===== src/include/gio_pkg.sv =====
// Summary of operation
// - port7 latch drives pin in output mode
// - port7 direction: 0 input, 1 output
// - port7 select: latch or divider/pulse output
// - port7 pin read: level if input, else 0
// - port8 two pins, own direction each
// - port8 direction: 0 input, 1 output
// - port8 select: latch or pulse channel
// - port8 pin read: level if input, else 0
// - port8 latch drives pins, resets to zero
// - port9 two pins shared with second uart
// - port9 per pin open-drain or push-pull
// - port9 pull-up only input or open-drain
// - port9 high: driven, or released in open-drain
// - port9 direction: 0 receive input, 1 output
// - port7 per bit direction, shared functions
// - port9 drive type: 0 cmos, 1 open-drain
// - port9 select: latch or uart transmit
// - port9 pin read: level unless cmos output
package gio_pkg;

  // ****************************************************
  // register indices, byte address is four times these
  // ****************************************************
  localparam int GIO_ADDR_W = 14;
  localparam logic [11:0] GIO_IDX_P7_LATCH = 12'h007;
  localparam logic [11:0] GIO_IDX_P8_LATCH = 12'h008;
  localparam logic [11:0] GIO_IDX_P9_LATCH = 12'h009;
  localparam logic [11:0] GIO_IDX_P7_PIN = 12'h014;
  localparam logic [11:0] GIO_IDX_P8_PIN = 12'h015;
  localparam logic [11:0] GIO_IDX_P9_PIN = 12'h016;
  localparam logic [11:0] GIO_IDX_P7_DIR = 12'hF21;
  localparam logic [11:0] GIO_IDX_P8_DIR = 12'hF22;
  localparam logic [11:0] GIO_IDX_P9_DIR = 12'hF23;
  localparam logic [11:0] GIO_IDX_P7_ALT = 12'hF3B;
  localparam logic [11:0] GIO_IDX_P8_ALT = 12'hF3C;
  localparam logic [11:0] GIO_IDX_P9_ALT = 12'hF3D;
  localparam logic [11:0] GIO_IDX_P9_PULLUP = 12'hF30;
  localparam logic [11:0] GIO_IDX_P9_DRIVE = 12'hF4A;

  // ****************************************************
  // field positions and widths
  // ****************************************************
  localparam int GIO_P7_W = 8;
  localparam int GIO_P7_ALT_W = 5;
  localparam int GIO_P2_W = 2;
  localparam logic [7:0] GIO_P7_IN_FUNC_MASK = 8'hEF;
  localparam logic [31:0] GIO_RESET_WORD = 32'h0000_0000;

  // ****************************************************
  // whole state of the block
  // ****************************************************
  typedef struct packed {
    logic [7:0] p7_latch;
    logic [7:0] p7_dir;
    logic [4:0] p7_alt;
    logic [1:0] p8_latch;
    logic [1:0] p8_dir;
    logic [1:0] p8_alt;
    logic [1:0] p9_latch;
    logic [1:0] p9_dir;
    logic [1:0] p9_alt;
    logic [1:0] p9_drive;
    logic [1:0] p9_pullup;
    logic [7:0] p7_sync1;
    logic [7:0] p7_sync2;
    logic [1:0] p8_sync1;
    logic [1:0] p8_sync2;
    logic [1:0] p9_sync1;
    logic [1:0] p9_sync2;
    logic pready;
    logic pslverr;
    logic [31:0] prdata;
    logic [7:0] p7_out;
    logic [7:0] p7_oe;
    logic [1:0] p8_out;
    logic [1:0] p8_oe;
    logic [1:0] p9_out;
    logic [1:0] p9_oe;
    logic [1:0] p9_pull_on;
    logic [7:0] p7_func_in;
    logic [1:0] p8_func_in;
    logic [1:0] p9_rx_in;
  } gio_state_t;

  localparam gio_state_t GIO_STATE_RESET = '0;

endpackage


===== src/hdl/gio_top.sv =====
module gio_top (
  input wire logic I_CORE_CLK,
  input wire logic I_RST,
  input wire logic I_PSEL,
  input wire logic I_PENABLE,
  input wire logic I_PWRITE,
  input wire logic [gio_pkg::GIO_ADDR_W-1:0] I_PADDR,
  input wire logic [31:0] I_PWDATA,
  output logic O_PREADY,
  output logic [31:0] O_PRDATA,
  output logic O_PSLVERR,
  input wire logic [7:0] I_P7_PIN,
  output logic [7:0] O_P7_OUT,
  output logic [7:0] O_P7_OE,
  input wire logic [1:0] I_P8_PIN,
  output logic [1:0] O_P8_OUT,
  output logic [1:0] O_P8_OE,
  input wire logic [1:0] I_P9_PIN,
  output logic [1:0] O_P9_OUT,
  output logic [1:0] O_P9_OE,
  output logic [1:0] O_P9_PULLUP_ON,
  input wire logic [4:0] I_P7_PERIPH_OUT,
  input wire logic [1:0] I_P8_PERIPH_OUT,
  input wire logic I_SECOND_UART_TRANSMIT,
  output logic [7:0] O_P7_FUNC_IN,
  output logic [1:0] O_P8_FUNC_IN,
  output logic [1:0] O_SECOND_UART_RECEIVE
);
  import gio_pkg::*;

  gio_state_t st_q;
  gio_state_t st_d;
  logic [11:0] idx;
  logic wr_en;
  logic rd_phase;
  logic [7:0] p7_val;
  logic [1:0] p8_val;
  logic [1:0] p9_val;

  // ****************************************************
  // bus decode
  // ****************************************************
  // byte lanes 1:0 are ignored, registers sit on word boundaries
  assign idx = I_PADDR[GIO_ADDR_W-1:2];
  // write commits only on the edge where the master sees pready
  assign wr_en = I_PSEL & I_PENABLE & st_q.pready & I_PWRITE;
  assign rd_phase = I_PSEL & I_PENABLE & ~st_q.pready;

  function automatic logic mapped(input logic [11:0] a);
    case (a)
      GIO_IDX_P7_LATCH, GIO_IDX_P8_LATCH, GIO_IDX_P9_LATCH,
      GIO_IDX_P7_PIN, GIO_IDX_P8_PIN, GIO_IDX_P9_PIN,
      GIO_IDX_P7_DIR, GIO_IDX_P8_DIR, GIO_IDX_P9_DIR,
      GIO_IDX_P7_ALT, GIO_IDX_P8_ALT, GIO_IDX_P9_ALT,
      GIO_IDX_P9_PULLUP, GIO_IDX_P9_DRIVE: mapped = 1'b1;
      default: mapped = 1'b0;
    endcase
  endfunction

  // ****************************************************
  // next state
  // ****************************************************
  always_comb begin
    st_d = st_q;

    // two-stage synchronisers on the pad inputs
    st_d.p7_sync1 = I_P7_PIN;
    st_d.p7_sync2 = st_q.p7_sync1;
    st_d.p8_sync1 = I_P8_PIN;
    st_d.p8_sync2 = st_q.p8_sync1;
    st_d.p9_sync1 = I_P9_PIN;
    st_d.p9_sync2 = st_q.p9_sync1;

    // register writes, unimplemented bits never stored
    if (wr_en) begin
      case (idx)
        GIO_IDX_P7_LATCH: st_d.p7_latch = I_PWDATA[7:0];
        GIO_IDX_P8_LATCH: st_d.p8_latch = I_PWDATA[1:0];
        GIO_IDX_P9_LATCH: st_d.p9_latch = I_PWDATA[1:0];
        GIO_IDX_P7_DIR: st_d.p7_dir = I_PWDATA[7:0];
        GIO_IDX_P8_DIR: st_d.p8_dir = I_PWDATA[1:0];
        GIO_IDX_P9_DIR: st_d.p9_dir = I_PWDATA[1:0];
        GIO_IDX_P7_ALT: st_d.p7_alt = I_PWDATA[4:0];
        GIO_IDX_P8_ALT: st_d.p8_alt = I_PWDATA[1:0];
        GIO_IDX_P9_ALT: st_d.p9_alt = I_PWDATA[1:0];
        GIO_IDX_P9_DRIVE: st_d.p9_drive = I_PWDATA[1:0];
        GIO_IDX_P9_PULLUP: st_d.p9_pullup = I_PWDATA[1:0];
        default: st_d.p9_pullup = st_q.p9_pullup;
      endcase
    end

    // one wait state: answer is prepared in the first access cycle
    st_d.pready = rd_phase;
    st_d.pslverr = rd_phase & ~mapped(idx);
    st_d.prdata = GIO_RESET_WORD;
    if (rd_phase) begin
      case (idx)
        GIO_IDX_P7_LATCH: st_d.prdata[7:0] = st_q.p7_latch;
        GIO_IDX_P8_LATCH: st_d.prdata[1:0] = st_q.p8_latch;
        GIO_IDX_P9_LATCH: st_d.prdata[1:0] = st_q.p9_latch;
        GIO_IDX_P7_PIN: st_d.prdata[7:0] = st_q.p7_sync2 & ~st_q.p7_dir;
        GIO_IDX_P8_PIN: st_d.prdata[1:0] = st_q.p8_sync2 & ~st_q.p8_dir;
        GIO_IDX_P9_PIN: st_d.prdata[1:0] = st_q.p9_sync2 & (~st_q.p9_dir | st_q.p9_drive);
        GIO_IDX_P7_DIR: st_d.prdata[7:0] = st_q.p7_dir;
        GIO_IDX_P8_DIR: st_d.prdata[1:0] = st_q.p8_dir;
        GIO_IDX_P9_DIR: st_d.prdata[1:0] = st_q.p9_dir;
        GIO_IDX_P7_ALT: st_d.prdata[4:0] = st_q.p7_alt;
        GIO_IDX_P8_ALT: st_d.prdata[1:0] = st_q.p8_alt;
        GIO_IDX_P9_ALT: st_d.prdata[1:0] = st_q.p9_alt;
        GIO_IDX_P9_DRIVE: st_d.prdata[1:0] = st_q.p9_drive;
        GIO_IDX_P9_PULLUP: st_d.prdata[1:0] = st_q.p9_pullup;
        default: st_d.prdata = GIO_RESET_WORD;
      endcase
    end

    // ****************************************************
    // pad drive
    // ****************************************************
    // peripheral outputs are same-clock logic, taken without sync
    p7_val = st_q.p7_latch;
    p7_val[4:0] = (st_q.p7_alt & I_P7_PERIPH_OUT) | (~st_q.p7_alt & st_q.p7_latch[4:0]);
    p8_val = (st_q.p8_alt & I_P8_PERIPH_OUT) | (~st_q.p8_alt & st_q.p8_latch);
    p9_val = (st_q.p9_alt & {2{I_SECOND_UART_TRANSMIT}}) | (~st_q.p9_alt & st_q.p9_latch);

    st_d.p7_out = p7_val;
    st_d.p7_oe = st_q.p7_dir;
    st_d.p8_out = p8_val;
    st_d.p8_oe = st_q.p8_dir;
    // open-drain only sinks; a high releases the pad to the pull-up
    st_d.p9_out = p9_val & ~st_q.p9_drive;
    st_d.p9_oe = st_q.p9_dir & (~st_q.p9_drive | ~p9_val);
    st_d.p9_pull_on = st_q.p9_pullup & (~st_q.p9_dir | st_q.p9_drive);

    // alternate inputs seen by peripherals only while the pin is an input
    st_d.p7_func_in = st_q.p7_sync2 & ~st_q.p7_dir & GIO_P7_IN_FUNC_MASK;
    st_d.p8_func_in = st_q.p8_sync2 & ~st_q.p8_dir;
    // uart selection lives elsewhere; software must set it too
    st_d.p9_rx_in = st_q.p9_sync2 & ~st_q.p9_dir;
  end

  // ****************************************************
  // state register
  // ****************************************************
  always_ff @(posedge I_CORE_CLK) begin
    if (I_RST) begin
      st_q <= GIO_STATE_RESET;
    end else begin
      st_q <= st_d;
    end
  end

  assign O_PREADY = st_q.pready;
  assign O_PRDATA = st_q.prdata;
  assign O_PSLVERR = st_q.pslverr;
  assign O_P7_OUT = st_q.p7_out;
  assign O_P7_OE = st_q.p7_oe;
  assign O_P8_OUT = st_q.p8_out;
  assign O_P8_OE = st_q.p8_oe;
  assign O_P9_OUT = st_q.p9_out;
  assign O_P9_OE = st_q.p9_oe;
  assign O_P9_PULLUP_ON = st_q.p9_pull_on;
  assign O_P7_FUNC_IN = st_q.p7_func_in;
  assign O_P8_FUNC_IN = st_q.p8_func_in;
  assign O_SECOND_UART_RECEIVE = st_q.p9_rx_in;

endmodule


===== config.mk =====
export PLATFORM = sky130hd
export DESIGN_NAME = gio_top
export DESIGN_NICKNAME = d
export VERILOG_FILES = /design/src/include/gio_pkg.sv /design/src/hdl/gio_top.sv
export SDC_FILE = /design/constraint.sdc
export NUM_CORES = 1
export LEC_CHECK = 0
export BUFFER_PORTS_ARGS = -buffer_cell sky130_fd_sc_hd__buf_2
export CAP_MARGIN = 0
export CELL_PAD_IN_SITES_DETAIL_PLACEMENT = 1
export CELL_PAD_IN_SITES_GLOBAL_PLACEMENT = 2
export CORE_ASPECT_RATIO = 1.5
export CORE_UTILIZATION = 27
export CTS_CLUSTER_SIZE = 14
export DETAILED_ROUTE_END_ITERATION = 6
export HOLD_SLACK_MARGIN = 0.15
export PLACE_DENSITY = 0.84
export SLEW_MARGIN = 20
export SYNTH_ARGS = -nofsm -noshare
export SYNTH_HDL_FRONTEND = slang
export SYNTH_SLANG_ARGS = --single-unit
export TNS_END_PERCENT = 50

===== constraint.sdc =====
create_clock -name I_CORE_CLK -period 2.1 [get_ports I_CORE_CLK]
set_clock_uncertainty 0.2 [all_clocks]
set_input_delay 0 -clock I_CORE_CLK [delete_from_list [all_inputs] [get_ports I_CORE_CLK]]
set_output_delay 0 -clock I_CORE_CLK [all_outputs]
set_load 0.05 [all_outputs]

# Yosys cells after proc, flatten, opt, wreduce, memory -nomap -nowiden

Cells that the tools add are included.

Register bits after elaboration: 133
Input bits: 71
Word-level logic and storage cells: 97
Output and inout bits: 72

Eq/ne operators: 14
Mux-type cells: 4
Reductions and logical operators: 13
Bitwise gates (word level): 34

Operators by type and width:

| operator                                                          | count |
|---|---|
| 12-bit == test (second input constant)                            | 8 |
| 12-bit by 5-bit == test with 1-bit output (second input constant) | 3 |
| 2-bit case mux with 14 select lines                               | 1 |
| 12-bit by 4-bit == test with 1-bit output (second input constant) | 2 |
| 2-bit AND reduction                                               | 11 |
| 2-bit bitwise AND                                                 | 10 |
| 14-bit OR reduction                                               | 1 |
| 12-bit by 3-bit == test with 1-bit output (second input constant) | 1 |
| 2-bit NOT                                                         | 6 |
| 3-bit case mux with 4 select lines                                | 1 |
| 5-bit bitwise AND                                                 | 2 |
| 3-bit case mux with 3 select lines                                | 1 |
| 8-bit bitwise AND                                                 | 1 |
| 8-bit NOT                                                         | 1 |
| 2-bit OR                                                          | 4 |
| 1-bit bitwise AND                                                 | 5 |
| 5-bit NOT                                                         | 1 |
| 5-bit OR                                                          | 1 |
| 1-bit NOT                                                         | 3 |
| 2-bit OR reduction                                                | 1 |
| 1-bit two-way mux                                                 | 1 |

# Logic depth before layout (Yosys ltp)

Gate-level depths: netlist (run 1).

Depth in word-level cells: 6
Gate-level depth with buffers: 8
Mapped depth without buffers: 6

# Least setup slack after synthesis (run 1)

No wires, ideal clock.

Kind: in2reg
Start point: input I_PADDR[10] in the netlist's numbering
End point: register st_q, in the netlist p7_val[5]
Required time: 1.772 ns
Setup time: 0.128 ns
Path slack: -0.029 ns
Stages: 7
Path buffers: 1
Arrival: 1.802 ns
Path through: or4_4 > or4_4 > nor3b_4 > and2b_1 > buf_6 > mux2i_1 > nor2_1

Longest elaborated chain between the ends: 2

RTL lines:

| item                                      | RTL line       | source |
|---|---|---|
| start, declared                           | gio_top.sv:7   | `input wire logic [gio_pkg::GIO_ADDR_W-1:0] I_PADDR,` |
| 12-bit by 3-bit == test with 1-bit output | gio_top.sv:76  | `case (idx)` |
| 2-bit AND reduction (no line)             | n/a            |  |
| end signal, assigned                      | gio_top.sv:148 | `st_q <= st_d;` |
| end, declared                             | gio_top.sv:31  | `gio_state_t st_q;` |

No other way between the ends.
A chain may end at the register's enable or synchronous reset.

# Final worst setup path (run 1)

Start point: input I_PADDR[12] in the netlist's numbering
End point: register st_q[111] in the netlist's numbering

Longest elaborated chain between the ends: 2

RTL lines:

| item                                      | RTL line |
|---|---|
| 12-bit by 4-bit == test with 1-bit output | gio_top.sv:76 |
| 2-bit AND reduction (no line)             | n/a |

No other way between the ends.

==> flow_metrics.env, run 1 <==
export IMPL_synth_flop_cell="dfxtp_1"
export IMPL_syn_inst=495
export IMPL_start_kind="primary input"
export IMPL_fmax_mhz=486
export IMPL_grt_overflow_total=0
export IMPL_async_flop_share=0
export IMPL_status="finished clean"
export IMPL_p_per_area_nw_per_um2=705
export IMPL_placed_cell_area_sq_um=5030
export IMPL_worstPathArrival_ps=2090
export IMPL_placedCellCount=758
export IMPL_final_area_sq_um=6020
export IMPL_layout_common_cells="dfxtp_1, buf_2, dlygate4sd3_1"
export IMPL_clk_path_buf_depth=2
export IMPL_layout_commonest_cell="dfxtp_1"
export IMPL_synth_seq_area_share=0.469
export IMPL_setup_viol=0
export IMPL_start_util=0.275
export IMPL_min_period_over_period=0.980
export IMPL_p_leak_nw=2.46
export IMPL_area_delta_synth_final_pct=30.7
export IMPL_rsz0062_at_grt="yes"
export IMPL_grt_max_degree=99
export IMPL_antenna_found_initial=0
export IMPL_pin_count=143
export IMPL_slowest_delay_ps=570
export IMPL_holdPathEnd="O_PRDATA[7]"
export IMPL_die_y_microns=162
export IMPL_syn_cell_area_sq_um=4610
export IMPL_vias_per_cell=4.51
export IMPL_wirelength_mm=13.2
export IMPL_fp_dieW_microns=109
export IMPL_whs_path_depth=7
export IMPL_finalNonFillerCells=835
export IMPL_portBuffers=91
export IMPL_synth_top_area_share=0.469
export IMPL_drt_iter0_drc=132
export IMPL_dp_hpwl_mm=9.36
export IMPL_drt_antenna_violating_nets=0
export IMPL_wl_per_cell_microns=15.8
export IMPL_cap_viol_max_count=0
export IMPL_fin_util=0.359
export IMPL_crit_top_cell="or4_4"
export IMPL_crit_reg2reg_launch="O_PREADY"
export IMPL_crit_fanout=3
export IMPL_die_area_sq_um=17600
export IMPL_grt_pass1_vias=3978
export IMPL_dr_pass1_iters=4
export IMPL_clk_pin_slew_ps=70
export IMPL_post_route_drc_count=0
export IMPL_hold_violations=0
export IMPL_hp_start="I_PADDR[12]"
export IMPL_clockRootBuffer="clkbuf_16"
export IMPL_endpoint_kind="flip-flop"
export IMPL_core_sq_um=16800
export IMPL_grt_pass1_wl_mm=20.4
export IMPL_synth_cell_types=41
export IMPL_synth_area_leaders="dfxtp_1, buf_4, mux2i_1, nor2b_1, nor2_1"
export IMPL_cts_tree="yes"
export IMPL_cts_max_level=3
export IMPL_final_nets=692
export IMPL_drv_slew=0
export IMPL_cts_made_buffers=9
export IMPL_path_cells="buf_6 > or4_4 > or4_4 > or2_4 > nor4_4 > mux2i_1 > nor2_1"
export IMPL_synth_top_cell_by_area="dfxtp_1"
export IMPL_required_ps=2130
export IMPL_antenna_cells=0
export IMPL_vias=3770
export IMPL_yosys_warnings=0
export IMPL_hp_class="primary input to flip-flop"
export IMPL_reg2reg_slack_ps=140
export IMPL_globalplace_congestion=0.787
export IMPL_row_count=58
export IMPL_ff2ff_path_depth=5
export IMPL_post_route_min_period_ps=2060
export IMPL_cts_num_sinks=108
export IMPL_path_class="primary input to flip-flop"
export IMPL_ys_ff_latch=108
export IMPL_insertion_delay_ps=350
export IMPL_slowest_stage="or4_4"
export IMPL_ir_drop_mv=0.340
export IMPL_avgSynthCellArea_sq_um=9.31
export IMPL_synth_edf_count=0
export IMPL_r2r_end="st_q[99]"
export IMPL_track_usage=0.156
export IMPL_drive_above_1_share=0.246
metal layers:
metal / share of wire / GRT usage
met1: 0.40 / 0.173
met2: 0.54 / 0.289
met3: 0.041 / 0.0285
met4: 0.018 / 0.0528
met5: 0 / 0
state kept, by name (all words and copies together) (netlist names):
signal	count
st_q	36
st_d	22
O_P7_OE	8
O_P7_OUT	8
O_PRDATA	8
O_P7_FUNC_IN	7
p7_val	3
O_P8_FUNC_IN	2
O_P8_OE	2
O_P8_OUT	2
O_P9_OE	2
O_P9_OUT	2
O_P9_PULLUP_ON	2
O_SECOND_UART_RECEIVE	2
O_PREADY	1
O_PSLVERR	1
cell type report:
class | count | area, sq um
Timing Repair Buffer | 182 | 1320
Fill cell | 1935 | 10700
Multi-Input combinational cell | 316 | 1950
Tap cell | 210 | 263
Clock inverter | 5 | 72.6
Inverter | 4 | 15.0
Clock buffer | 10 | 239
Sequential cell | 108 | 2160
critical path: cells and delay by family:
kind / cells / cell delay, ps
buf+inv: 1 / 90
mux: 1 / 230
simple gates: 5 / 1760
report_power, final:
group	switching, mW	internal (mW)	leakage, nW	total, mW
Combinational	0.256	0.141	1.43	0.398
Clock	0.796	0.970	0.152	1.77
Sequential	0.00890	2.07	0.876	2.08
cell families after synthesis:
logic type,count (synthesis),synth area share
and+or+nand+nor,200,0.241
DFF,108,0.469
other,1,0.000814
buffers and inverters,95,0.137
muxes,37,0.0804
AOI/OAI and AO/OA,54,0.0717
synthesized netlist by cell type (2+ instances only):
cell,count
dfxtp_1,108
buf_4,70
nor2_1,50
nor2b_1,45
mux2i_1,37
nand2_1,33
a21oi_1,26
nor3b_1,17
clkbuf_1,15
nor3_1,12
a21o_1,7
a22oi_1,6
nand4_1,6
nand2b_1,5
nand3_1,5
inv_1,4
nor4_1,4
o21ai_0,4
or3_1,4
a31oi_1,3
and3_1,3
buf_1,3
o22ai_1,3
a2111oi_0,2
buf_2,2
nand4bb_1,2
nor3_2,2
or2_2,2
or4_4,2
or4b_2,2
per-stage QoR:
step / setup slack (ps) / TNS [ps] / power (mW) / hold slack, ps
3_3_place_gp: -156 / -1850 / 2.45 / 6.94
4_1_cts: 20.3 / 0 / 4.31 / 149
6_report: 42.9 / 0 / 4.25 / 153
5_1_grt: -47.2 / -77.0 / 4.43 / 172
2_1_floorplan: -10.1 / -86.5 / 2.39 / -71.8
3_5_place_dp: -249 / -2630 / 2.45 / 20.5
timing repair:
| item | 4_1_cts | 5_1_grt |
|---|---|---|
| setup endpoints to repair | 0 | 22 |
| buffers inserted | 0 | 2 |
| gates resized for setup | 0 | 14 |
| endpoints found under the hold margin | 108 | 0 |
| hold buffers | 60 | 0 |
worst max path at each step:
stage / cells after the start / end / start / slack [ps]
finish: 7 / st_q[111] / I_PADDR[12] / 40
global route: 9 / O_PRDATA[0] / I_PADDR[4] / -50
CTS: 7 / st_q[111] / I_PADDR[7] / 20
detailed placement: 8 / O_PRDATA[1] / I_PADDR[10] / -250
global placement: 8 / O_PRDATA[0] / I_PADDR[10] / -160
floorplan: 7 / p7_val[5] / I_PADDR[10] / -10
Note: power is estimated with default switching activity, not from simulation.
==> run 2: changes to the inputs <==
ABC_AREA = 1   (was default)
CORE_UTILIZATION = 26   (was 27)
GPL_TIMING_DRIVEN = 1   (was default)
PLACE_DENSITY = 0.85   (was 0.84)
==> run 2 against run 1 <==
Compared with the run above:
- final area is 2.7% higher
- setup slack better by 8.9 ps
- highest routed layer unchanged
- global-route usage is 0.15 points lower
- critical path type unchanged
- critical endpoint is now O_PRDATA[1]
- maximum frequency is 0.43% higher
==> flow_metrics.env, run 2 <==
export IMPL_start_kind="primary input"
export IMPL_synth_edf_count=0
export IMPL_drv_slew=0
export IMPL_wl_per_cell_microns=14.7
export IMPL_required_ps=2150
export IMPL_syn_inst=631
export IMPL_synth_top_family_by_area="simple AND/OR/NAND/NOR gates"
export IMPL_wirelength_mm=14.3
export IMPL_async_flop_share=0
export IMPL_antenna_found_initial=0
export IMPL_relSlewSlack=0.597
export IMPL_track_usage=0.154
export IMPL_grt_max_degree=57
export IMPL_drive_above_1_share=0.221
export IMPL_globalplace_congestion=0.838
export IMPL_vias=4286
export IMPL_post_route_drc_count=0
export IMPL_core_sq_um=18000
export IMPL_clockRootBuffer="clkbuf_16"
export IMPL_cts_made_buffers=9
export IMPL_layout_commonest_cell="dfxtp_1"
export IMPL_yosysMostFrequentCell="dfxtp_1"
export IMPL_slowest_delay_ps=560
export IMPL_post_route_min_period_ps=2050
export IMPL_drt_iter0_drc=134
export IMPL_crit_buf_inv=5
export IMPL_synth_flop_cell="dfxtp_1"
export IMPL_layout_common_cells="dfxtp_1, nor2_1, buf_2"
export IMPL_synth_seq_area_share=0.449
export IMPL_setup_viol=0
export IMPL_synth_cell_types=27
export IMPL_grt_pass1_vias=4355
export IMPL_path_class="primary input to flip-flop"
export IMPL_final_nets=827
export IMPL_tightest_slew_ps=605
export IMPL_placed_cell_area_sq_um=5090
export IMPL_slowest_stage="dlygate4sd3_1"
export IMPL_synth_common_cells="dfxtp_1, nor2_1, inv_1, buf_4, nand2_1"
export IMPL_ir_drop_mv=0.366
export IMPL_status="finished clean"
export IMPL_ys_ff_latch=108
export IMPL_grt_overflow_total=0
export IMPL_syn_cell_area_sq_um=4820
export IMPL_cpLargestDelayFamily="buffers and inverters"
export IMPL_synth_top_area_share=0.449
export IMPL_placedCellCount=886
export IMPL_die_area_sq_um=19100
export IMPL_portBuffers=91
export IMPL_dr_pass1_iters=4
export IMPL_p_per_area_nw_per_um2=677
export IMPL_yosys_area_share_simple=0.238
export IMPL_start_util=0.267
export IMPL_min_period_over_period=0.975
export IMPL_worstPathArrival_ps=2090
export IMPL_rsz0062_at_grt="yes"
export IMPL_yosys_warnings=0
export IMPL_antenna_cells=0
export IMPL_dp_hpwl_mm=10.2
export IMPL_grt_pass1_wl_mm=22.6
export IMPL_hold_violations=0
export IMPL_synth_compound_area_frac=0.114
export IMPL_fmax_mhz=488
export IMPL_endpoint_kind="flip-flop"
export IMPL_row_count=60
export IMPL_avgSynthCellArea_sq_um=7.63
export IMPL_cap_viol_max_count=0
export IMPL_die_y_microns=169
export IMPL_clk_path_buf_depth=2
export IMPL_crit_fanout=5
export IMPL_finalNonFillerCells=978
export IMPL_drt_antenna_violating_nets=0
export IMPL_path_cells="dlygate4sd3_1 > clkbuf_4 > nand2_4 > nor3_2 > dlygate4sd3_1 > buf_4 > nand3_1 > o21ai_0 > inv_1 > nand2_1 > nor2_2 > nor2_1"
export IMPL_synthAdderAreaFrac=0
export IMPL_synth_xor_area_frac=0
export IMPL_cts_max_level=3
export IMPL_synth_top_cell_by_area="dfxtp_1"
export IMPL_clk_pin_slew_ps=80
export IMPL_muxShareOfSynthArea=0
export IMPL_cts_num_sinks=108
export IMPL_synth_area_leaders="dfxtp_1, buf_4, nor2_1, inv_1, a21oi_1"
export IMPL_insertion_delay_ps=350
export IMPL_power_mw=4.19
export IMPL_final_area_sq_um=6190
export IMPL_area_delta_synth_final_pct=28.4
export IMPL_fp_dieW_microns=113
export IMPL_vias_per_cell=4.38
export IMPL_regMostFlops="st_q"
export IMPL_reg2reg_slack_ps=150
export IMPL_hp_class="primary input to flip-flop"
export IMPL_p_leak_nw=2.89
export IMPL_cts_tree="yes"
export IMPL_largest_register_ffs=36
export IMPL_pin_count=143
export IMPL_crit_top_cell="dlygate4sd3_1"
run 2: cell count changes in the layout (fill, tap and decap cells not counted), sizes merged, moves of 7 or more:
cell / delta
a21o: -7
a21oi: +22
buf: -13
dlygate4sd3: +9
inv: +84
mux2i: -37
nand2: +35
nand3: +25
nor2: +70
nor2b: -45
nor3b: -18
o21ai: +45
run 2: what timing repair did:
item / 4_1_cts / 5_1_grt
endpoints found under the setup margin: 0 / 18
gates resized for setup: 0 / 20
hold buffers: 68 / 0
buffers inserted: 0 / 8
endpoints found under the hold margin: 98 / 0
run 2: metal layers:
metal | share of wire | vias up | GRT usage | routed length [microns]
met5 | 0 | - | 0 | 0
li1 | - | 2146 | - | -
met3 | 0.035 | 24 | 0.0261 | 499
met1 | 0.42 | 2013 | 0.173 | 6010
met4 | 0.024 | 0 | 0.0606 | 350
met2 | 0.52 | 103 | 0.285 | 7490
run 2: where the power goes:
part / total (mW) / internal, mW / switching [mW]
Sequential: 2.08 / 2.07 / 0.00775
Clock: 1.68 / 0.838 / 0.844
Combinational: 0.428 / 0.145 / 0.283
run 2: cell type report:
cell class	count	area, sq um
Fill cell	2228	11800
Sequential cell	108	2160
Multi-Input combinational cell	374	1850
Timing Repair Buffer	178	1300
Inverter	85	319
Tap cell	217	272
Clock buffer	9	225
Clock inverter	7	67.6
run 2: logic make-up after synthesis:
kind of cell           count (synthesis)
AOI/OAI and AO/OA                    105
buffers and inverters                173
DFF                                  108
other                                  1
and+or+nand+nor                      244
run 2: worst paths after layout:
path               from           to  cells past startpoint
min reg2reg    st_d[73]     st_q[73]                      2
max reg2reg    O_PREADY    st_q[113]                      5
max          I_PADDR[5]  O_PRDATA[1]                     12
min          I_PADDR[3]     st_q[98]                      6
run 2: worst min-delay path: cells and delay by family:
kind	cells	cell delay (ps)
and+or+nand+nor	4	390
buffers and inverters	1	140
AOI/OAI and AO/OA	1	130
run 2: per-stage QoR:
| step | setup slack (ps) | utilization | setup TNS [ps] | hold slack (ps) |
|---|---|---|---|---|
| floorplan | 311 | - | 0 | -93.0 |
| finish | 51.7 | 0.343 | 0 | 159 |
| detailed placement | 355 | 0.283 | 0 | 6.49 |
| global route | -37.4 | 0.343 | -111 | 208 |
| CTS | 5.64 | 0.337 | 0 | 157 |
| global placement | 386 | 0.283 | 0 | 7.21 |
